$ cat src/pse_pkg.sv
/*
  Constants, types and register map of the per-channel status and mode
  register bank of a four-channel PSE group.
  Assumes one 40 MHz clock, a synchronous active-low reset and an I2C host.
*/
package pse_pkg;

  // ==========================================================
  // Register offsets
  localparam logic [7:0] PSE_REG_DISC0 = 8'h0C;
  localparam logic [7:0] PSE_REG_PWR = 8'h10;
  localparam logic [7:0] PSE_REG_PIN = 8'h11;
  localparam logic [7:0] PSE_REG_MODE = 8'h12;
  localparam logic [7:0] PSE_REG_ASG0 = 8'h4C;

  // ==========================================================
  // Reset values and field positions
  localparam logic [7:0] PSE_MODE_RST = 8'h00;
  localparam logic [3:0] PSE_FLAG_RST = 4'h0;
  localparam logic [3:0] PSE_CLASS_RST = 4'h0;
  localparam int PSE_PG_LSB = 4;
  localparam int PSE_PE_LSB = 0;
  localparam int PSE_STRAP_LSB = 3;
  localparam int PSE_HALF_POS = 2;
  localparam int PSE_CLASS_LSB = 4;

  // ==========================================================
  // Address and class codes, bit and strap wait counts
  localparam logic [1:0] PSE_ADDR_PREFIX = 2'h1;
  localparam logic [6:0] PSE_ADDR_BCAST = 7'h7F;
  localparam logic [3:0] PSE_CLASS0 = 4'h6;
  localparam logic [3:0] PSE_CLASS3 = 4'h3;
  localparam logic [3:0] PSE_BYTE_BITS = 4'h8;
  localparam logic [1:0] PSE_STRAP_WAIT = 2'h3;

  // ==========================================================
  // Types
  typedef enum logic [1:0]
  {
    PSE_MODE_OFF = 2'h0,
    PSE_MODE_MANUAL = 2'h1,
    PSE_MODE_SEMI = 2'h2,
    PSE_MODE_AUTO = 2'h3
  } pse_mode_type;

  typedef enum logic [3:0]
  {
    PSE_ST_IDLE = 4'h0,
    PSE_ST_ADDR = 4'h1,
    PSE_ST_ACK_A = 4'h3,
    PSE_ST_CMD = 4'h2,
    PSE_ST_ACK_C = 4'h6,
    PSE_ST_DATA = 4'h7,
    PSE_ST_ACK_D = 4'h5,
    PSE_ST_RD = 4'h4,
    PSE_ST_RD_ACK = 4'hC
  } pse_state_type;

  typedef struct packed
  {
    logic wired4;
    logic single_sig;
  } pse_port_cfg_type;

endpackage

$ cat src/pse_chan_regs.sv
/*
  Status and mode register bank of four PSE channels with its own I2C target.
  Assumes the detection, class and power engines run on clk and drive the
  channel inputs; SCL, SDA and the strap pins are asynchronous.
*/
`timescale 1ns/10ps
module pse_chan_regs
  import pse_pkg::*;
#(
  parameter logic HALF_SEL = 1'b0,
  parameter logic CONFIG_B = 1'b0
)
(
  input wire logic clk,
  input wire logic rst_n,
  input wire logic scl_in,
  input wire logic sda_in,
  output logic sda_out,
  output logic sda_oe,
  input wire logic [3:0] address_strap_pins,
  input wire pse_port_cfg_type [1:0] port_cfg,
  input wire logic [3:0] chan_on,
  input wire logic [3:0] pg_ok,
  input wire logic [3:0] cls_done,
  input wire logic [3:0][3:0] cls_meas,
  input wire logic [3:0] detect_enable_bit,
  input wire logic [3:0] class_enable_bit,
  input wire logic [3:0] power_on_command,
  output logic [3:0] det_run,
  output logic [3:0] cls_run,
  output logic [3:0] pwr_go,
  output logic [3:0] class_complete_flag,
  output logic [3:0] power_good_change_event,
  output logic [3:0] enable_change_event,
  output logic [7:0] channel_mode_field
);

  // ==========================================================
  // Pin synchronisers
  logic scl_m_reg, scl_s_reg, scl_p_reg;
  logic sda_m_reg, sda_s_reg, sda_p_reg;
  logic [3:0] strap_m_reg, strap_s_reg, strap_reg;
  logic [1:0] strap_cnt_reg;

  always_ff @(posedge clk)
  begin
    if (!rst_n)
    begin
      scl_m_reg <= 1'b1;
      scl_s_reg <= 1'b1;
      scl_p_reg <= 1'b1;
      sda_m_reg <= 1'b1;
      sda_s_reg <= 1'b1;
      sda_p_reg <= 1'b1;
      strap_m_reg <= 4'h0;
      strap_s_reg <= 4'h0;
    end
    else
    begin
      scl_m_reg <= scl_in;
      scl_s_reg <= scl_m_reg;
      scl_p_reg <= scl_s_reg;
      sda_m_reg <= sda_in;
      sda_s_reg <= sda_m_reg;
      sda_p_reg <= sda_s_reg;
      strap_m_reg <= address_strap_pins;
      strap_s_reg <= strap_m_reg;
    end
  end

  // Straps are caught once after reset, once the synchroniser has filled
  always_ff @(posedge clk)
  begin
    if (!rst_n)
    begin
      strap_cnt_reg <= 2'h0;
      strap_reg <= 4'h0;
    end
    else if (strap_cnt_reg != PSE_STRAP_WAIT)
    begin
      strap_cnt_reg <= strap_cnt_reg + 2'h1;
      if (strap_cnt_reg == PSE_STRAP_WAIT - 2'h1)
        strap_reg <= strap_s_reg;
    end
  end

  // ==========================================================
  // Address and register readback
  logic half_bit;
  logic [6:0] own_addr;
  logic [7:0] mode_reg;
  logic [3:0] pe_reg, pg_reg;
  logic [3:0][3:0] req_reg, asg_reg;
  logic [7:0] cmd_reg;
  logic [7:0] rdata;

  assign half_bit = HALF_SEL & ~CONFIG_B;
  assign own_addr = {PSE_ADDR_PREFIX, strap_reg, half_bit};

  always_comb
  begin
    rdata = 8'h00;
    if (cmd_reg == PSE_REG_PWR)
      rdata = {pg_reg, pe_reg};
    else if (cmd_reg == PSE_REG_PIN)
      rdata = {1'b0, strap_reg, half_bit, 2'h0};
    else if (cmd_reg == PSE_REG_MODE)
      rdata = mode_reg;
    else if (cmd_reg[7:2] == PSE_REG_DISC0[7:2])
      rdata = {req_reg[cmd_reg[1:0]], 4'h0};
    else if (cmd_reg[7:2] == PSE_REG_ASG0[7:2])
      rdata = {asg_reg[cmd_reg[1:0]], 4'h0};
  end

  // ==========================================================
  // I2C target: command byte, then one data byte
  pse_state_type state_reg;
  logic [7:0] sh_reg;
  logic [3:0] bit_reg;
  logic rw_reg, wr_mode, sda_oe_reg;
  logic start_c, stop_c, rise_c, fall_c;

  assign start_c = scl_s_reg & sda_p_reg & ~sda_s_reg;
  assign stop_c = scl_s_reg & ~sda_p_reg & sda_s_reg;
  assign rise_c = scl_s_reg & ~scl_p_reg;
  assign fall_c = ~scl_s_reg & scl_p_reg;
  assign wr_mode = fall_c && state_reg == PSE_ST_DATA && bit_reg == PSE_BYTE_BITS && cmd_reg == PSE_REG_MODE;

  always_ff @(posedge clk)
  begin
    if (!rst_n)
    begin
      state_reg <= PSE_ST_IDLE;
      sh_reg <= 8'h00;
      bit_reg <= 4'h0;
      rw_reg <= 1'b0;
      cmd_reg <= 8'h00;
    end
    else if (start_c)
    begin
      state_reg <= PSE_ST_ADDR;
      bit_reg <= 4'h0;
    end
    else if (stop_c)
      state_reg <= PSE_ST_IDLE;
    else if (rise_c)
    begin
      if (state_reg != PSE_ST_RD)
        sh_reg <= {sh_reg[6:0], sda_s_reg};
      bit_reg <= bit_reg + 4'h1;
    end
    else if (fall_c)
    begin
      bit_reg <= 4'h0;
      unique case (state_reg)
        PSE_ST_IDLE:
          bit_reg <= 4'h0;
        PSE_ST_ADDR:
          if (bit_reg == PSE_BYTE_BITS)
          begin
            rw_reg <= sh_reg[0];
            // Own strapped address or broadcast
            if (sh_reg[7:1] == own_addr || sh_reg[7:1] == PSE_ADDR_BCAST)
              state_reg <= PSE_ST_ACK_A;
            else
              state_reg <= PSE_ST_IDLE;
          end
          else
            bit_reg <= bit_reg;
        PSE_ST_ACK_A:
          if (rw_reg)
          begin
            sh_reg <= rdata;
            state_reg <= PSE_ST_RD;
          end
          else
            state_reg <= PSE_ST_CMD;
        PSE_ST_CMD:
          if (bit_reg == PSE_BYTE_BITS)
          begin
            cmd_reg <= sh_reg;
            state_reg <= PSE_ST_ACK_C;
          end
          else
            bit_reg <= bit_reg;
        PSE_ST_ACK_C:
          state_reg <= PSE_ST_DATA;
        PSE_ST_DATA:
          if (bit_reg == PSE_BYTE_BITS)
            state_reg <= PSE_ST_ACK_D;
          else
            bit_reg <= bit_reg;
        PSE_ST_ACK_D:
          state_reg <= PSE_ST_IDLE;
        PSE_ST_RD:
          if (bit_reg == PSE_BYTE_BITS)
            state_reg <= PSE_ST_RD_ACK;
          else
          begin
            sh_reg <= {sh_reg[6:0], 1'b0};
            bit_reg <= bit_reg;
          end
        PSE_ST_RD_ACK:
          state_reg <= PSE_ST_IDLE;
        default:
          state_reg <= PSE_ST_IDLE;
      endcase
    end
  end

  // Open drain: enable high pulls SDA low
  always_ff @(posedge clk)
  begin
    if (!rst_n)
      sda_oe_reg <= 1'b0;
    else
      sda_oe_reg <= state_reg == PSE_ST_ACK_A || state_reg == PSE_ST_ACK_C || state_reg == PSE_ST_ACK_D
                    || (state_reg == PSE_ST_RD && !sh_reg[7]);
  end

  assign sda_oe = sda_oe_reg;
  assign sda_out = 1'b0;

  // ==========================================================
  // Operating mode register
  always_ff @(posedge clk)
  begin
    if (!rst_n)
      mode_reg <= PSE_MODE_RST;
    else if (wr_mode)
      mode_reg <= sh_reg;
  end

  assign channel_mode_field = mode_reg;

  // ==========================================================
  // Per-channel status, class and command gating
  logic [3:0] pe_new, pg_new, off_c, on_c;

  genvar i;
  generate
    for (i = 0; i < 4; i++)
    begin : g_ch
      localparam int J = i ^ 1;
      localparam int P = i / 2;
      logic single, moff, same;
      assign single = port_cfg[P].wired4 & port_cfg[P].single_sig;
      assign moff = mode_reg[2*i +: 2] == PSE_MODE_OFF;
      assign same = mode_reg[2*i +: 2] == mode_reg[2*J +: 2];

      // Single signature waits for the partner so only one event fires
      always_comb
      begin
        pe_new[i] = pe_reg[i];
        pg_new[i] = pg_reg[i];
        if (!chan_on[i])
        begin
          pe_new[i] = 1'b0;
          pg_new[i] = 1'b0;
        end
        else if (!single || chan_on[J])
        begin
          pe_new[i] = 1'b1;
          if (pg_ok[i] && (!single || pg_ok[J]))
            pg_new[i] = 1'b1;
        end
      end

      assign off_c[i] = (pe_reg[i] & ~pe_new[i]) | moff;
      assign on_c[i] = pe_new[i] & ~pe_reg[i];

      always_ff @(posedge clk)
      begin
        if (!rst_n)
        begin
          req_reg[i] <= PSE_CLASS_RST;
          asg_reg[i] <= PSE_CLASS_RST;
        end
        else
        begin
          if (off_c[i])
            req_reg[i] <= PSE_CLASS_RST;
          else if (cls_done[i])
            req_reg[i] <= cls_meas[i];
          else if (single && cls_done[J])
            req_reg[i] <= cls_meas[J];
          if (off_c[i])
            asg_reg[i] <= PSE_CLASS_RST;
          else if (on_c[i])
            asg_reg[i] <= (req_reg[i] == PSE_CLASS0) ? PSE_CLASS3 : req_reg[i];
        end
      end

      always_ff @(posedge clk)
      begin
        if (!rst_n)
        begin
          det_run[i] <= 1'b0;
          cls_run[i] <= 1'b0;
          pwr_go[i] <= 1'b0;
        end
        else
        begin
          det_run[i] <= detect_enable_bit[i] & ~moff;
          cls_run[i] <= class_enable_bit[i] & ~moff;
          pwr_go[i] <= power_on_command[i] & ~moff & (~port_cfg[P].wired4 | same);
        end
      end
    end
  endgenerate

  always_ff @(posedge clk)
  begin
    if (!rst_n)
    begin
      pe_reg <= PSE_FLAG_RST;
      pg_reg <= PSE_FLAG_RST;
      class_complete_flag <= 4'h0;
      power_good_change_event <= 4'h0;
      enable_change_event <= 4'h0;
    end
    else
    begin
      pe_reg <= pe_new;
      pg_reg <= pg_new;
      class_complete_flag <= cls_done;
      power_good_change_event <= pg_reg & ~pg_new;
      enable_change_event <= pe_reg & ~pe_new;
    end
  end

endmodule

$ cat config.mk
export PLATFORM = sky130hd
export DESIGN_NAME = pse_chan_regs
export DESIGN_NICKNAME = d
export VERILOG_FILES = /design/src/pse_pkg.sv /design/src/pse_chan_regs.sv
export SDC_FILE = /design/constraint.sdc
export NUM_CORES = 1
export LEC_CHECK = 0
export ABC_AREA = 1
export BUFFER_PORTS_ARGS = -buffer_cell sky130_fd_sc_hd__buf_2
export CAP_MARGIN = 40
export CORE_MARGIN = 5
export CORE_UTILIZATION = 36
export DETAILED_ROUTE_END_ITERATION = 8
export PLACE_DENSITY = 0.65
export SLEW_MARGIN = 0
export SYNTH_ARGS = -nofsm -noshare
export SYNTH_HDL_FRONTEND = slang
export SYNTH_SLANG_ARGS = --single-unit
$ cat constraint.sdc
create_clock -name clk -period 1.8 [get_ports clk]
set_input_delay 0.36 -clock clk [delete_from_list [all_inputs] [get_ports clk]]
set_output_delay 0.36 -clock clk [all_outputs]
set_load 0.005 [all_outputs]
# [Word level (Yosys, flattened, before mapping)]
# Index checks and enable logic that the tools add are counted.
[totals] register_bits=118 latch_bits=0 mem_bits_rw=0 rom_bits=0 in_bits=52 out_inout_bits=34 wordCells=268 n_memories=0
[op_classes] n_addsub=2 multipliers=0 div=0 n_lt_le_gt_ge=1 n_eq_ne=40 shifts=0 mux=62 bitwise_logic=67 n_reduce_logical=53
[op_table] op="$mux W4" n=22
[op_table] op="$mux W8" n=10
[op_table] op="$and A1 B1 Y1" n=32
[op_table] op="$eq A4 B3 Y1 const B" n=8
[op_table] op="$pmux W4 S7" n=1
[op_table] op="$eq A8 B5 Y1 const B" n=3
[op_table] op="$mux W1" n=24
[op_table] op="$not A1 Y1" n=23
[op_table] op="$reduce_and A7 Y1" n=3
[op_table] op="$bmux W4 S2" n=2
[op_table] op="$pmux W8 S2" n=1
[op_table] op="$logic_and A1 B1 Y1" n=12
[op_table] op="$logic_or A1 B1 Y1" n=12
[op_table] op="$ne A3 B3 Y1 const B" n=4
[op_table] op="$ne A4 B4 Y1 const B" n=3
[op_table] op="$reduce_and A6 Y1" n=2
[op_table] op="$reduce_bool A2 Y1" n=5
[op_table] op="$reduce_or A2 Y1" n=5
[op_table] op="$and A4 B4 Y4" n=2
[op_table] op="$eq A2 B2 Y1" n=4
[op_table] op="$eq A4 B2 Y1 const B" n=2
[op_table] op="$logic_not A2 Y1" n=4
[op_table] op="$ne A2 B2 Y1 const B" n=4
[op_table] op="$ne A4 B3 Y1 const B" n=2
[op_table] op="other kinds (23)" n=35

# [Depth between registers and ports, before layout]
# Gate-level depths: netlist (run 1).
[depth] depth_word=11 mapped_depth=12

# [Least setup slack after synthesis (run 1)]
# No wires, ideal clock.
[synth_timing] kind="reg-to-reg" start="reg bit_reg[0]" end="reg sh_reg[1]" t_arrival_ps=1467 setup_slack_ps=218 path_stages_with_launch=10 n_path_buf=1 period_less_slack_ps=1582 path_cell_list="dfxtp_1 inv_1 ha_1 nand3_4 inv_2 nor2_2 o211ai_4 buf_6 nor3_2 nor2_1"
[synth_between] elab_chain_cells=3
[synth_rtl] element="start: declaration" line_no="pse_chan_regs.sv:119" source="logic [3:0] bit_reg;"
[synth_rtl] element="start signal: assignment" line_no="pse_chan_regs.sv:150" source="bit_reg <= bit_reg + 4'h1;"
[synth_rtl] element="start signal: assignment" line_no="pse_chan_regs.sv:169" source="bit_reg <= bit_reg;"
[synth_rtl] element="start signal: assignment" line_no="pse_chan_regs.sv:185" source="bit_reg <= bit_reg;"
[synth_rtl] element="$eq A4 B4 Y1" line_no="pse_chan_regs.sv:196" source="if (bit_reg == PSE_BYTE_BITS)"
[synth_rtl] element="$ne A3 B3 Y1 (no line)"
[synth_rtl] element="$reduce_and A7 Y1 (no line)"
[synth_rtl] element="end signal: assignment" line_no="pse_chan_regs.sv:149" source="sh_reg <= {sh_reg[6:0], sda_s_reg};"
[synth_rtl] element="end signal: assignment" line_no="pse_chan_regs.sv:173" source="sh_reg <= rdata;"
[synth_rtl] element="end signal: assignment" line_no="pse_chan_regs.sv:200" source="sh_reg <= {sh_reg[6:0], 1'b0};"
[synth_rtl] element="end: declaration" line_no="pse_chan_regs.sv:118" source="logic [7:0] sh_reg;"
# No other way between the ends.
# A chain may end at the register's enable or synchronous reset.

# [Worst setup path after layout (run 1)]
[layout_timing] start="reg bit_reg[0]" end="reg sh_reg[3]"
# Same word-level chain as after synthesis.

==> report_table.html, run 1 <==
<table>
<tr><th>Metric</th><th>Value</th></tr>
<tr><th colspan="2">Synthesis</th></tr>
<tr><td>Largest family of logic cells by synthesized area</td><td>simple AND/OR/NAND/NOR gates</td></tr>
<tr><td>Distinct cell type count of the synthesized netlist</td><td>42</td></tr>
<tr><td>Adder-cell area share of the yosys netlist</td><td>1.37%</td></tr>
<tr><td>Register bit total from synthesis</td><td>118</td></tr>
<tr><td>Share of cell area taken by muxes after synthesis</td><td>0%</td></tr>
<tr><td>Sequential share of the synthesized area</td><td>43.3%</td></tr>
<tr><td>List of most frequent post-synthesis cells</td><td>sky130_fd_sc_hd__nand2_1 (189), sky130_fd_sc_hd__dfxtp_1 (118), sky130_fd_sc_hd__inv_1 (109), sky130_fd_sc_hd__nor2_1 (73), sky130_fd_sc_hd__a21oi_1 (71)</td></tr>
<tr><td>Top cells by area in the synthesized netlist</td><td>sky130_fd_sc_hd__dfxtp_1 (43%), sky130_fd_sc_hd__nand2_1 (13%), sky130_fd_sc_hd__inv_1 (7.5%)</td></tr>
<tr><td>Net count after synthesis</td><td>832</td></tr>
<tr><td>Library cell occupying the most area in the post-synthesis netlist</td><td>sky130_fd_sc_hd__dfxtp_1</td></tr>
<tr><td>Area fraction of the dominant cell type after synthesis</td><td>43.3%</td></tr>
<tr><td>Most numerous cell in the Yosys netlist</td><td>sky130_fd_sc_hd__nand2_1</td></tr>
<tr><td>Share of flip-flops with an asynchronous set or reset after synthesis</td><td>0%</td></tr>
<tr><td>Top_reg_cell synth</td><td>sky130_fd_sc_hd__dfxtp_1</td></tr>
<tr><td>EDFF count, synth</td><td>0</td></tr>
<tr><td>Compound-Gate Fraction of Synth Area</td><td>16.1%</td></tr>
<tr><td>Area of the mapped netlist</td><td>5460 µm²</td></tr>
<tr><td>Mapped Cells</td><td>774</td></tr>
<tr><td>Post-Synth Simple-Gate Area</td><td>27.9%</td></tr>
<tr><td>Post-Syn Area per Cell</td><td>7.05 µm²</td></tr>
<tr><td>Xor/xnor cell area share of the yosys netlist</td><td>1.44%</td></tr>
<tr><td>Yosys synthesis warning count</td><td>0</td></tr>
<tr><th colspan="2">STA</th></tr>
<tr><td>Number of slew-limit violations in the final report</td><td>0</td></tr>
<tr><td>Min cycle time layout</td><td>1.66 ns</td></tr>
<tr><td>Upper clock frequency limit</td><td>603 MHz</td></tr>
<tr><td>Maximum clock skew at final layout</td><td>0.00913 ns</td></tr>
<tr><td>Total setup violations reported at the end of the flow</td><td>0</td></tr>
<tr><td>Hold Vio Cnt, Final</td><td>0</td></tr>
<tr><td>RSZ-0062 raised after global routing</td><td>false</td></tr>
<tr><td>Portion of the clock cycle consumed by the worst path in the final layout</td><td>92.1%</td></tr>
<tr><td>Total Neg Setup Slack</td><td>0 ns</td></tr>
<tr><th colspan="2">Critical path</th></tr>
<tr><td>Critical path type</td><td>register to register</td></tr>
<tr><td>Maximum net fanout on the critical path</td><td>16</td></tr>
<tr><td>Launch point of the worst reg-to-reg path</td><td>bit_reg[0]$_SDFFE_PP0P_</td></tr>
<tr><td>Worst Setup EP</td><td>sh_reg[3]$_SDFFE_PN0P_</td></tr>
<tr><td>Worst Setup SP</td><td>bit_reg[0]$_SDFFE_PP0P_</td></tr>
<tr><td>Element type at the critical path end</td><td>register</td></tr>
<tr><td>Cell chain of the critical path</td><td>inv_1 &gt; ha_1 &gt; nand3_4 &gt; inv_2 &gt; nor2_4 &gt; o211ai_4 &gt; a21oi_1 &gt; nand2_1 &gt; inv_1</td></tr>
<tr><td>Worst reg2reg path depth</td><td>9</td></tr>
<tr><td>Worst EP required</td><td>2.12 ns</td></tr>
<tr><td>Critical Path Most Common Cell</td><td>sky130_fd_sc_hd__inv_1</td></tr>
<tr><td>Reg-to-reg setup timing slack</td><td>0.14 ns</td></tr>
<tr><td>Stage delay of the slowest cell on the critical path</td><td>0.41 ns</td></tr>
<tr><td>Critical path buffer and inverter count</td><td>3</td></tr>
<tr><td>Category of cells accounting for the largest share of critical-path delay</td><td>compound AO/OA/AOI/OAI gates</td></tr>
<tr><td>Startpoint class of the critical path</td><td>register</td></tr>
<tr><td>Reg-to-Reg End</td><td>sh_reg[3]$_SDFFE_PN0P_</td></tr>
<tr><td>Number of stages on the worst setup path</td><td>9</td></tr>
<tr><td>Worst path arrival time</td><td>1.98 ns</td></tr>
<tr><td>Slowest cell on crit path</td><td>sky130_fd_sc_hd__o211ai_4</td></tr>
<tr><th colspan="2">Placed design</th></tr>
<tr><td>Input/output buffers</td><td>84</td></tr>
<tr><td>Placement Cell Area</td><td>6140 µm²</td></tr>
<tr><td>Number of cells after detailed placement</td><td>1,045</td></tr>
<tr><td>Placer congestion estimate</td><td>0.859</td></tr>
<tr><td>Detailed-placement wirelength estimate</td><td>10,700 µm</td></tr>
<tr><th colspan="2">Global route</th></tr>
<tr><td>Overflow left after global routing</td><td>0</td></tr>
<tr><td>First-pass GRT wire length</td><td>23,000 µm</td></tr>
<tr><td>Total GRT Usage</td><td>16.0%</td></tr>
<tr><td>Maximum number of pins on one net before global-route repair</td><td>47</td></tr>
<tr><td>Initial antenna violation count</td><td>0</td></tr>
<tr><td>Vias in the first global route</td><td>4,877</td></tr>
<tr><th colspan="2">Layout</th></tr>
<tr><td>Nets</td><td>934</td></tr>
<tr><td>Post-route cell area</td><td>6720 µm²</td></tr>
<tr><td>Fraction of final layout cells with drive strength greater than 1</td><td>19.0%</td></tr>
<tr><td>Number of diodes added for antenna fixing</td><td>0</td></tr>
<tr><td>Filler-free cell count of the finished design</td><td>1,077</td></tr>
<tr><td>Layout Area Growth over Synthesis</td><td>23.1%</td></tr>
<tr><th colspan="2">Clock network</th></tr>
<tr><td>Reg clk slew, reported paths</td><td>0.06 ns</td></tr>
<tr><td>Number of buffers between clock root and the deepest sink</td><td>2</td></tr>
<tr><td>Clock tree from TritonCTS</td><td>built</td></tr>
<tr><td>Post-CTS setup-driven buffer insertion count</td><td>0</td></tr>
<tr><td>CTS Root Buffer Type</td><td>sky130_fd_sc_hd__clkbuf_16</td></tr>
<tr><td>TritonCTS buffer count</td><td>17</td></tr>
<tr><td>Clock insertion delay at the later pin of the skew report</td><td>0.42 ns</td></tr>
<tr><td>Max H-tree Level</td><td>4</td></tr>
<tr><td>Total number of clock tree sinks</td><td>118</td></tr>
<tr><th colspan="2">Route</th></tr>
<tr><td>Via/cell ratio</td><td>4.77</td></tr>
<tr><td>Final routed DRC violation total</td><td>0</td></tr>
<tr><td>Detailed-route via count</td><td>5,141</td></tr>
<tr><td>Final routed wirelength across all metal layers</td><td>13,900 µm</td></tr>
<tr><td>Drt initial violations</td><td>338</td></tr>
<tr><td>Number of detailed-route iterations in the first pass</td><td>6</td></tr>
<tr><td>Mean routed wirelength per cell</td><td>12.9 µm</td></tr>
<tr><td>Post-detailed-route count of antenna-violating nets</td><td>0</td></tr>
<tr><th colspan="2">Power</th></tr>
<tr><td>Proportion of total power due to net switching</td><td>23.5%</td></tr>
<tr><td>Clock network fraction of total power</td><td>51.3%</td></tr>
<tr><td>Internal Pwr Total</td><td>4890 µW</td></tr>
<tr><td>Worst vdd rail ir drop</td><td>715 µV</td></tr>
<tr><td>Switching pwr</td><td>1510 µW</td></tr>
<tr><td>Part of the total power dissipated in sequential elements</td><td>42.3%</td></tr>
<tr><td>Logic gate share of total power</td><td>6.3%</td></tr>
<tr><td>Pwr/cell area</td><td>951 nW/µm²</td></tr>
<tr><td>Reported leakage power</td><td>0.00318 µW</td></tr>
<tr><th colspan="2">Floorplanning</th></tr>
<tr><td>Die extent in x</td><td>133 µm</td></tr>
<tr><td>Initial core utilization</td><td>36.3%</td></tr>
<tr><td>Number of rows in the core area</td><td>45</td></tr>
<tr><td>Die height</td><td>133 µm</td></tr>
<tr><td>Die Footprint</td><td>17,700 µm²</td></tr>
<tr><td>Number of top-level pins</td><td>86</td></tr>
<tr><td>Core Footprint</td><td>15,000 µm²</td></tr>
<tr><th colspan="2">Run</th></tr>
<tr><td>Count of maximum capacitance violations</td><td>0</td></tr>
<tr><th colspan="2">Worst hold path</th></tr>
<tr><td>Hold path start</td><td>address_strap_pins[0]</td></tr>
<tr><td>Classification of the worst-slack hold path</td><td>input port to register</td></tr>
<tr><th colspan="2">Status</th></tr>
<tr><td>Status</td><td>completed</td></tr>
</table>
worst reg2reg max path, cell delays in order (launching register included):
cell	delay (ns)
sky130_fd_sc_hd__dfxtp_1	0.33
sky130_fd_sc_hd__inv_1	0.08
sky130_fd_sc_hd__ha_1	0.19
sky130_fd_sc_hd__nand3_4	0.15
sky130_fd_sc_hd__inv_2	0.11
sky130_fd_sc_hd__nor2_4	0.05
sky130_fd_sc_hd__o211ai_4	0.41
sky130_fd_sc_hd__a21oi_1	0.12
sky130_fd_sc_hd__nand2_1	0.09
sky130_fd_sc_hd__inv_1	0.03
cells by family (layout without fill, tap and decap cells):
| logic type | after synthesis | count (layout) |
|---|---|---|
| xor+xnor | 9 | 9 |
| fa+ha+maj | 6 | 6 |
| simple gates | 344 | 344 |
| other cells | 1 | 1 |
| buf+inv | 138 | 253 |
| flops | 118 | 118 |
| compound gates | 158 | 158 |
final cells by class:
| cell class | instances | area [µm²] |
|---|---|---|
| multi-input combinational | 518 | 2560 |
| tap | 188 | 235 |
| sequential | 118 | 2360 |
| clock inverter | 12 | 130 |
| clock buffer | 20 | 447 |
| fill | 1516 | 8310 |
| timing repair buffer | 97 | 518 |
| inverter | 124 | 465 |
power groups by stage:
stage | sequential, µW | combinational, µW | clock [µW]
floorplan | 2750 | 252 | 0
global placement | 2760 | 400 | 0
detailed placement | 2760 | 403 | 0
CTS | 2710 | 407 | 3360
global route | 2710 | 463 | 3470
finish | 2710 | 404 | 3280
how the worst min path moves through the flow:
stage | to | slack [ns] | cells past startpoint
2_1_floorplan | strap_s_reg[0]$_SDFF_PN0_ | 0.39 | 2
3_3_place_gp | scl_s_reg$_SDFF_PN1_ | 0.40 | 1
3_5_place_dp | strap_s_reg[0]$_SDFF_PN0_ | 0.40 | 2
4_1_cts | strap_m_reg[0]$_SDFF_PN0_ | 0.1 | 3
5_1_grt | strap_m_reg[0]$_SDFF_PN0_ | 0.11 | 3
6_report | strap_m_reg[0]$_SDFF_PN0_ | 0.12 | 3
metrics by stage:
stage,total power (µW),utilization (%),hold WS (ns),worst slack (ns)
2_1_floorplan,3010,-,0.390,0.218
3_3_place_gp,3160,40.8,0.395,0.138
3_5_place_dp,3170,40.8,0.397,0.127
4_1_cts,6480,44.7,0.0956,0.120
5_1_grt,6640,44.7,0.106,0.000660
6_report,6390,44.7,0.119,0.142
per-layer routing:
layer | global-route usage (%) | part of all wire (%)
met3 | 4.87 | 6.7
met1 | 19.7 | 44
met4 | 6.29 | 1.9
met5 | 0 | 0
met2 | 26.3 | 47
layout by cell type, fill, tap and decap left out, drive strengths merged:
master,count
o22ai,2
nor3,17
a211oi,2
dfxtp,118
nand3,43
nand4,3
a31oi,13
o21ai,57
buf,97
xnor2,4
bufinv,2
xor2,5
a21oi,72
nor2,81
clkinv,8
inv,124
conb,1
o211ai,2
a21boi,3
ha,6
o31ai,1
or2,5
nor3b,1
nand2,194
clkbuf,20
o311ai,1
clkinvlp,2
a311oi,5
timing repair:
| item | in CTS | in global routing |
|---|---|---|
| resized for setup | 0 | 1 |
| hold buffers | 0 | 0 |
| setup endpoints to repair | 0 | 3 |
Note: power is estimated with default switching activity, not from simulation.
==> run 2, diff against run 1 <==
--- a/config.mk
+++ b/config.mk
@@ -11,7 +11,8 @@
 export CORE_MARGIN = 5
 export CORE_UTILIZATION = 36
 export DETAILED_ROUTE_END_ITERATION = 8
-export PLACE_DENSITY = 0.65
+export PLACE_DENSITY = 0.67
+export SETUP_SLACK_MARGIN = 0.3
 export SLEW_MARGIN = 0
 export SYNTH_ARGS = -nofsm -noshare
 export SYNTH_HDL_FRONTEND = slang
==> constraint.sdc (replaced) <==
create_clock -name clk -period 1.4 [get_ports clk]
set_input_delay 0.28 -clock clk [delete_from_list [all_inputs] [get_ports clk]]
set_output_delay 0.28 -clock clk [all_outputs]
set_load 0.005 [all_outputs]
==> report_table.html, run 2 (same netlist as run 1, synthesis figures left out) <==
<table>
<tr><th>Metric</th><th>Value</th></tr>
<tr><th colspan="2">Placed design</th></tr>
<tr><td>Placer congestion estimate</td><td>0.897 (was 0.859)</td></tr>
<tr><td>Number of cells after detailed placement</td><td>1,109 (was 1,045)</td></tr>
<tr><td>Detailed-placement wirelength estimate</td><td>11,200 µm (was 10,700 µm)</td></tr>
<tr><td>Pre-CTS worst setup slack</td><td>-0.135 ns (was 0.127 ns)</td></tr>
<tr><td>Input/output buffers</td><td>84 (unchanged)</td></tr>
<tr><th colspan="2">STA</th></tr>
<tr><td>Total setup violations reported at the end of the flow</td><td>30 (was 0)</td></tr>
<tr><td>Hold Vio Cnt, Final</td><td>0 (unchanged)</td></tr>
<tr><td>Number of slew-limit violations in the final report</td><td>0 (unchanged)</td></tr>
<tr><td>Total Neg Setup Slack</td><td>-1.34 ns (was 0 ns)</td></tr>
<tr><td>RSZ-0062 raised after global routing</td><td>true (was false)</td></tr>
<tr><td>Upper clock frequency limit</td><td>673 MHz (was 603 MHz)</td></tr>
<tr><td>Fin worst setup slack</td><td>-0.0862 ns (was 0.142 ns)</td></tr>
<tr><td>Maximum clock skew at final layout</td><td>0.00589 ns (was 0.00913 ns)</td></tr>
<tr><td>Portion of the clock cycle consumed by the worst path in the final layout</td><td>106% (was 92.1%)</td></tr>
<tr><td>Min cycle time layout</td><td>1.49 ns (was 1.66 ns)</td></tr>
<tr><td>Smallest hold slack</td><td>0.0468 ns (was 0.119 ns)</td></tr>
<tr><th colspan="2">Layout</th></tr>
<tr><td>Filler-free cell count of the finished design</td><td>1,182 (was 1,077)</td></tr>
<tr><td>Post-Route Utilization</td><td>56.0% (was 44.7%)</td></tr>
<tr><td>Fraction of final layout cells with drive strength greater than 1</td><td>42.5% (was 19.0%)</td></tr>
<tr><td>Most frequent cells in the layout</td><td>sky130_fd_sc_hd__nand2_1 (180), sky130_fd_sc_hd__buf_4 (92), sky130_fd_sc_hd__dfxtp_1 (86) (was sky130_fd_sc_hd__nand2_1 (189), sky130_fd_sc_hd__dfxtp_1 (118), sky130_fd_sc_hd__inv_1 (109))</td></tr>
<tr><td>Nets</td><td>1,039 (was 934)</td></tr>
<tr><td>Fill cells</td><td>1,336 (was 1,516)</td></tr>
<tr><td>Layout Area Growth over Synthesis</td><td>54.1% (was 23.1%)</td></tr>
<tr><td>Leading cell type in the layout, fill and taps excluded</td><td>sky130_fd_sc_hd__nand2_1 (unchanged)</td></tr>
<tr><td>Number of diodes added for antenna fixing</td><td>0 (unchanged)</td></tr>
<tr><th colspan="2">Status</th></tr>
<tr><td>Failing checks</td><td>negative setup slack</td></tr>
<tr><td>Status</td><td>complete, but fails checks (was completed)</td></tr>
<tr><th colspan="2">Clock network</th></tr>
<tr><td>Max H-tree Level</td><td>4 (unchanged)</td></tr>
<tr><td>Reg clk slew, reported paths</td><td>0.06 ns (about the same)</td></tr>
<tr><td>TritonCTS buffer count</td><td>17 (unchanged)</td></tr>
<tr><td>CTS Root Buffer Type</td><td>sky130_fd_sc_hd__clkbuf_16 (unchanged)</td></tr>
<tr><td>Number of buffers between clock root and the deepest sink</td><td>2 (unchanged)</td></tr>
<tr><td>Total number of clock tree sinks</td><td>118 (unchanged)</td></tr>
<tr><td>Clock insertion delay at the later pin of the skew report</td><td>0.41 ns (was 0.42 ns)</td></tr>
<tr><td>Clock tree from TritonCTS</td><td>built (unchanged)</td></tr>
<tr><th colspan="2">Power</th></tr>
<tr><td>Reported leakage power</td><td>0.00390 µW (was 0.00318 µW)</td></tr>
<tr><td>Pwr/cell area</td><td>1060 nW/µm² (was 951 nW/µm²)</td></tr>
<tr><td>Worst vdd rail ir drop</td><td>932 µV (was 715 µV)</td></tr>
<tr><th colspan="2">Global route</th></tr>
<tr><td>Maximum number of pins on one net before global-route repair</td><td>34 (was 47)</td></tr>
<tr><td>Overflow left after global routing</td><td>0 (unchanged)</td></tr>
<tr><td>Total GRT Usage</td><td>17.4% (was 16.0%)</td></tr>
<tr><td>First-pass GRT wire length</td><td>25,400 µm (was 23,000 µm)</td></tr>
<tr><td>Vias in the first global route</td><td>5,508 (was 4,877)</td></tr>
<tr><td>Initial antenna violation count</td><td>0 (unchanged)</td></tr>
<tr><th colspan="2">Worst hold path</th></tr>
<tr><td>Classification of the worst-slack hold path</td><td>input port to register (unchanged)</td></tr>
<tr><th colspan="2">Route</th></tr>
<tr><td>Via/cell ratio</td><td>4.80 (was 4.77)</td></tr>
<tr><td>Mean routed wirelength per cell</td><td>13.3 µm (was 12.9 µm)</td></tr>
<tr><td>Drt initial violations</td><td>322 (was 338)</td></tr>
<tr><td>Post-detailed-route count of antenna-violating nets</td><td>0 (unchanged)</td></tr>
<tr><td>Final routed wirelength across all metal layers</td><td>15,700 µm (was 13,900 µm)</td></tr>
<tr><td>Final routed DRC violation total</td><td>0 (unchanged)</td></tr>
<tr><td>Number of detailed-route iterations in the first pass</td><td>6 (unchanged)</td></tr>
<tr><td>Detailed-route via count</td><td>5,668 (was 5,141)</td></tr>
<tr><th colspan="2">Floorplanning</th></tr>
<tr><td>Die extent in x</td><td>133 µm (unchanged)</td></tr>
<tr><td>Core Footprint</td><td>15,000 µm² (unchanged)</td></tr>
<tr><td>Die Footprint</td><td>17,700 µm² (unchanged)</td></tr>
<tr><td>Die height</td><td>133 µm (unchanged)</td></tr>
<tr><td>Number of rows in the core area</td><td>45 (unchanged)</td></tr>
<tr><td>Number of top-level pins</td><td>86 (unchanged)</td></tr>
<tr><td>Initial core utilization</td><td>36.3% (unchanged)</td></tr>
<tr><th colspan="2">Critical path</th></tr>
<tr><td>Startpoint class of the critical path</td><td>register (unchanged)</td></tr>
<tr><td>Critical path type</td><td>register to register (unchanged)</td></tr>
<tr><td>Worst path arrival time</td><td>1.82 ns (was 1.98 ns)</td></tr>
<tr><td>Element type at the critical path end</td><td>register (unchanged)</td></tr>
<tr><td>Worst EP required</td><td>1.74 ns (was 2.12 ns)</td></tr>
<tr><td>Maximum net fanout on the critical path</td><td>7 (was 16)</td></tr>
<tr><th colspan="2">Run</th></tr>
<tr><td>Count of maximum capacitance violations</td><td>0 (unchanged)</td></tr>
</table>
[run 2: cell count changes in the layout (fill, tap and decap cells not counted), sizes merged]
cell / before / now
buf: 97 / 201
bufinv: 2 / 5
clkinv: 8 / 5
clkinvlp: 2 / 3
inv: 124 / 123
o211ai: 2 / 3
[run 2: layout make-up]
| type | count | area (µm²) | share of cell area [%] |
|---|---|---|---|
| flip-flops and latches | 118 | 2430 | 28.8 |
| clock buffers | 20 | 457 | 5.43 |
| well taps | 188 | 235 | 2.80 |
| multi-input cells | 519 | 3110 | 37.0 |
| clock inverters | 12 | 200 | 2.38 |
| repair buffers | 201 | 1480 | 17.6 |
| inverters | 124 | 498 | 5.92 |
[run 2: final timing paths]
kind                                   from                   endpoint  slack [ns]  cells after the start
setup / recovery    bit_reg[0]$_SDFFE_PP0P_  state_reg[3]$_SDFFE_PP0P_       -0.09                     10
hold / removal        address_strap_pins[3]  strap_m_reg[3]$_SDFF_PN0_        0.05                      3
setup reg to reg    bit_reg[0]$_SDFFE_PP0P_  state_reg[3]$_SDFFE_PP0P_       -0.09                     10
hold reg to reg   strap_m_reg[0]$_SDFF_PN0_  strap_s_reg[0]$_SDFF_PN0_        0.41                      2
[run 2: repair_timing]
action                                  in CTS  in global routing
hold endpoints to repair                     0                  0
pin swaps                                   20                 38
endpoints found under the setup margin     101                107
resized for setup                           98                131
buffers inserted                            21                 19
gates cloned                                 1                  0
hold buffers                                 0                  0
[run 2: report_power, final]
part           leakage, µW  internal [µW]  switching, µW
logic              0.00261            265            391
clock network     0.000313           3250           1570
registers         0.000974           3420           51.7
[run 2: metrics by stage]
stage,cell area [µm²],power (µW)
floorplan,5600,3880
finish,8410,8950
CTS,7830,8980
global route,8410,9280
detailed placement,6760,4130
global placement,6760,4130
[run 2: layer usage]
| metal | track usage (%) | part of all wire (%) | up-vias |
|---|---|---|---|
| li1 | - | - | 2903 |
| met1 | 21.7 | 44 | 2597 |
| met2 | 29.0 | 49 | 140 |
| met3 | 4.49 | 5.5 | 28 |
| met4 | 6.23 | 1.9 | 0 |
| met5 | 0 | 0 | - |
[run 2: critical path, stage by stage, from the launching register on]
cell and delay [ns]:
sky130_fd_sc_hd__dfxtp_2 0.32, sky130_fd_sc_hd__inv_2 0.07, sky130_fd_sc_hd__ha_4 0.14, sky130_fd_sc_hd__nand3_4 0.09
sky130_fd_sc_hd__buf_6 0.15, sky130_fd_sc_hd__nand3_2 0.06, sky130_fd_sc_hd__nand2_1 0.05, sky130_fd_sc_hd__nor2_1 0.11
sky130_fd_sc_hd__nand2_2 0.13, sky130_fd_sc_hd__buf_4 0.16, sky130_fd_sc_hd__a21oi_1 0.14
==> run 3, diff against run 2 <==
--- a/config.mk
+++ b/config.mk
@@ -8,7 +8,6 @@
 export ABC_AREA = 1
 export BUFFER_PORTS_ARGS = -buffer_cell sky130_fd_sc_hd__buf_2
 export CAP_MARGIN = 40
-export CORE_MARGIN = 5
 export CORE_UTILIZATION = 36
 export DETAILED_ROUTE_END_ITERATION = 8
 export PLACE_DENSITY = 0.67
==> report_table.html, run 3 (same netlist as run 1, synthesis figures left out) <==
<table>
<tr><th>Metric</th><th>Value</th></tr>
<tr><th colspan="2">Route</th></tr>
<tr><td>Post-detailed-route count of antenna-violating nets</td><td>0 (unchanged)</td></tr>
<tr><td>Number of detailed-route iterations in the first pass</td><td>7 (was 6)</td></tr>
<tr><td>Via/cell ratio</td><td>4.80 (about the same)</td></tr>
<tr><td>Final routed DRC violation total</td><td>20 (was 0)</td></tr>
<tr><td>Drt initial violations</td><td>449 (was 322)</td></tr>
<tr><td>Detailed-route via count</td><td>5,674 (was 5,668)</td></tr>
<tr><td>Final routed wirelength across all metal layers</td><td>15,500 µm (was 15,700 µm)</td></tr>
<tr><td>Mean routed wirelength per cell</td><td>13.1 µm (was 13.3 µm)</td></tr>
<tr><th colspan="2">Critical path</th></tr>
<tr><td>Launch point of the worst reg-to-reg path</td><td>scl_s_reg$_SDFF_PN1_ (was bit_reg[0]$_SDFFE_PP0P_)</td></tr>
<tr><td>Worst EP required</td><td>1.70 ns (was 1.74 ns)</td></tr>
<tr><td>Worst reg2reg path depth</td><td>10 (unchanged)</td></tr>
<tr><td>Reg-to-reg setup timing slack</td><td>-0.09 ns (about the same)</td></tr>
<tr><td>Worst path arrival time</td><td>1.80 ns (was 1.82 ns)</td></tr>
<tr><td>Reg-to-Reg End</td><td>cmd_reg[1]$_SDFFE_PN0P_ (was state_reg[3]$_SDFFE_PP0P_)</td></tr>
<tr><td>Maximum net fanout on the critical path</td><td>8 (was 7)</td></tr>
<tr><td>Startpoint class of the critical path</td><td>register (unchanged)</td></tr>
<tr><td>Critical path type</td><td>register to register (unchanged)</td></tr>
<tr><td>Element type at the critical path end</td><td>register (unchanged)</td></tr>
<tr><th colspan="2">STA</th></tr>
<tr><td>Portion of the clock cycle consumed by the worst path in the final layout</td><td>107% (was 106%)</td></tr>
<tr><td>Total setup violations reported at the end of the flow</td><td>23 (was 30)</td></tr>
<tr><td>Fin worst setup slack</td><td>-0.0932 ns (was -0.0862 ns)</td></tr>
<tr><td>Number of slew-limit violations in the final report</td><td>0 (unchanged)</td></tr>
<tr><td>RSZ-0062 raised after global routing</td><td>true (unchanged)</td></tr>
<tr><td>Upper clock frequency limit</td><td>670 MHz (was 673 MHz)</td></tr>
<tr><td>Hold Vio Cnt, Final</td><td>0 (unchanged)</td></tr>
<tr><td>Total Neg Setup Slack</td><td>-1.15 ns (was -1.34 ns)</td></tr>
<tr><td>Min cycle time layout</td><td>1.49 ns (about the same)</td></tr>
<tr><td>Maximum clock skew at final layout</td><td>0.00820 ns (was 0.00589 ns)</td></tr>
<tr><th colspan="2">Worst hold path</th></tr>
<tr><td>Classification of the worst-slack hold path</td><td>input port to register (unchanged)</td></tr>
<tr><td>Count of cells along the worst hold path</td><td>3 (unchanged)</td></tr>
<tr><td>Hold Path End</td><td>strap_m_reg[3]$_SDFF_PN0_ (unchanged)</td></tr>
<tr><td>Hold path start</td><td>address_strap_pins[3] (unchanged)</td></tr>
<tr><th colspan="2">Layout</th></tr>
<tr><td>Multi-input gate area</td><td>3080 µm² (was 3110 µm²)</td></tr>
<tr><td>Layout Area Growth over Synthesis</td><td>52.4% (was 54.1%)</td></tr>
<tr><td>Filler-free cell count of the finished design</td><td>1,181 (was 1,182)</td></tr>
<tr><td>Leading cell type in the layout, fill and taps excluded</td><td>sky130_fd_sc_hd__nand2_1 (unchanged)</td></tr>
<tr><td>Nets</td><td>1,043 (was 1,039)</td></tr>
<tr><td>Most frequent cells in the layout</td><td>sky130_fd_sc_hd__nand2_1 (174), sky130_fd_sc_hd__buf_4 (103), sky130_fd_sc_hd__dfxtp_1 (92) (was sky130_fd_sc_hd__nand2_1 (180), sky130_fd_sc_hd__buf_4 (92), sky130_fd_sc_hd__dfxtp_1 (86))</td></tr>
<tr><td>Fraction of final layout cells with drive strength greater than 1</td><td>41.9% (was 42.5%)</td></tr>
<tr><td>Fill cells</td><td>1,288 (was 1,336)</td></tr>
<tr><td>Area used by sequential logic in the layout</td><td>2410 µm² (was 2430 µm²)</td></tr>
<tr><td>Number of diodes added for antenna fixing</td><td>0 (unchanged)</td></tr>
<tr><th colspan="2">Status</th></tr>
<tr><td>Status</td><td>complete, but fails checks (unchanged)</td></tr>
<tr><td>Failing checks</td><td>design-rule violations, negative setup slack (was negative setup slack)</td></tr>
<tr><th colspan="2">Floorplanning</th></tr>
<tr><td>Core Footprint</td><td>14,600 µm² (was 15,000 µm²)</td></tr>
<tr><td>Number of top-level pins</td><td>86 (unchanged)</td></tr>
<tr><td>Die extent in x</td><td>125 µm (was 133 µm)</td></tr>
<tr><td>Number of rows in the core area</td><td>44 (was 45)</td></tr>
<tr><td>Die Footprint</td><td>15,700 µm² (was 17,700 µm²)</td></tr>
<tr><td>Initial core utilization</td><td>37.3% (was 36.3%)</td></tr>
<tr><td>Die height</td><td>125 µm (was 133 µm)</td></tr>
<tr><th colspan="2">Global route</th></tr>
<tr><td>Overflow left after global routing</td><td>0 (unchanged)</td></tr>
<tr><td>Vias in the first global route</td><td>5,302 (was 5,508)</td></tr>
<tr><td>Initial antenna violation count</td><td>0 (unchanged)</td></tr>
<tr><td>Total GRT Usage</td><td>19.4% (was 17.4%)</td></tr>
<tr><td>First-pass GRT wire length</td><td>24,200 µm (was 25,400 µm)</td></tr>
<tr><td>Maximum number of pins on one net before global-route repair</td><td>47 (was 34)</td></tr>
<tr><th colspan="2">Power</th></tr>
<tr><td>Pwr/cell area</td><td>1060 nW/µm² (about the same)</td></tr>
<tr><td>Reported leakage power</td><td>0.00389 µW (was 0.00390 µW)</td></tr>
<tr><td>Worst vdd rail ir drop</td><td>791 µV (was 932 µV)</td></tr>
<tr><th colspan="2">Clock network</th></tr>
<tr><td>Count of hold-fix buffers inserted at cts</td><td>0 (unchanged)</td></tr>
<tr><td>Clock tree from TritonCTS</td><td>built (unchanged)</td></tr>
<tr><td>Max H-tree Level</td><td>4 (unchanged)</td></tr>
<tr><td>Number of buffers between clock root and the deepest sink</td><td>2 (unchanged)</td></tr>
<tr><td>Total number of clock tree sinks</td><td>118 (unchanged)</td></tr>
<tr><td>Reg clk slew, reported paths</td><td>0.05 ns (was 0.06 ns)</td></tr>
<tr><td>TritonCTS buffer count</td><td>17 (unchanged)</td></tr>
<tr><td>CTS Root Buffer Type</td><td>sky130_fd_sc_hd__clkbuf_16 (unchanged)</td></tr>
<tr><td>Clock insertion delay at the later pin of the skew report</td><td>0.42 ns (was 0.41 ns)</td></tr>
<tr><th colspan="2">Run</th></tr>
<tr><td>Count of maximum capacitance violations</td><td>0 (unchanged)</td></tr>
<tr><th colspan="2">Placed design</th></tr>
<tr><td>Input/output buffers</td><td>84 (unchanged)</td></tr>
<tr><td>Number of cells after detailed placement</td><td>1,103 (was 1,109)</td></tr>
<tr><td>Detailed-placement wirelength estimate</td><td>10,300 µm (was 11,200 µm)</td></tr>
<tr><td>Placer congestion estimate</td><td>0.844 (was 0.897)</td></tr>
</table>
-- run 3: cell types whose count changed in the layout (fill, tap and decap cells not counted), sizes merged --
cell,previous run,this run
buf,201,206
clkinvlp,3,0
clkbuf,20,22
bufinv,5,4
inv,123,124
o211ai,3,2
-- run 3: metrics by stage --
stage          utilization [%]  hold WS [ns]  power (µW)  instance area, µm²  setup slack (ns)
2_1_floorplan                -         0.352        3880                5600           -0.0116
3_3_place_gp              46.0         0.396        4120                6740            -0.103
3_5_place_dp              46.0         0.396        4130                6740           -0.0935
4_1_cts                   53.1        0.0192        8850                7780           -0.0860
5_1_grt                   56.8        0.0266        9180                8320            -0.172
6_report                  56.8        0.0401        8840                8320           -0.0932
-- run 3: worst max-delay path by stage --
stage | cells past startpoint | slack [ns] | endpoint | start
after floorplan | 9 | -0.01 | sh_reg[4]$_SDFFE_PN0P_ | bit_reg[0]$_SDFFE_PP0P_
after global placement | 7 | -0.10 | sh_reg[7]$_SDFFE_PN0P_ | state_reg[3]$_SDFFE_PP0P_
after detailed placement | 7 | -0.09 | sh_reg[7]$_SDFFE_PN0P_ | scl_s_reg$_SDFF_PN1_
after CTS | 10 | -0.09 | state_reg[1]$_SDFFE_PP0P_ | bit_reg[0]$_SDFFE_PP0P_
after global routing | 10 | -0.17 | cmd_reg[7]$_SDFFE_PN0P_ | scl_s_reg$_SDFF_PN1_
final | 10 | -0.09 | cmd_reg[1]$_SDFFE_PN0P_ | scl_s_reg$_SDFF_PN1_
-- run 3: repair_timing --
action,CTS,global route
setup endpoints to repair,101,105
buffers inserted,27,20
gates resized for setup,97,105
pin swaps,33,32
-- run 3: cell type report --
| type | count | share of cell area (%) |
|---|---|---|
| clock inverters | 9 | 1.79 |
| flip-flops and latches | 118 | 29.0 |
| repair buffers | 206 | 17.8 |
| well taps | 184 | 2.77 |
| inverters | 124 | 5.86 |
| multi-input cells | 518 | 37.0 |
| clock buffers | 22 | 5.82 |
-- run 3: metal layers --
metal / routed length, µm / global-route usage (%)
met5: 0 / 0
met4: 318 / 7.17
met3: 874 / 5.91
met2: 7310 / 30.6
met1: 6970 / 24.9
-- run 3: worst max-delay path, cell delays in order, from the launching register on --
cell,delay (ns)
sky130_fd_sc_hd__dfxtp_4,0.35
sky130_fd_sc_hd__inv_4,0.06
sky130_fd_sc_hd__ha_4,0.11
sky130_fd_sc_hd__inv_2,0.03
sky130_fd_sc_hd__buf_4,0.13
sky130_fd_sc_hd__nor2_4,0.12
sky130_fd_sc_hd__nand2_4,0.07
sky130_fd_sc_hd__buf_4,0.14
sky130_fd_sc_hd__nor3_4,0.15
sky130_fd_sc_hd__buf_12,0.15
sky130_fd_sc_hd__a21oi_1,0.07
-- run 3: power breakdown --
part	internal, µW	total (µW)	switching (µW)
Sequential	3430	3470	47.5
Clock	3140	4690	1540
Combinational	275	677	402
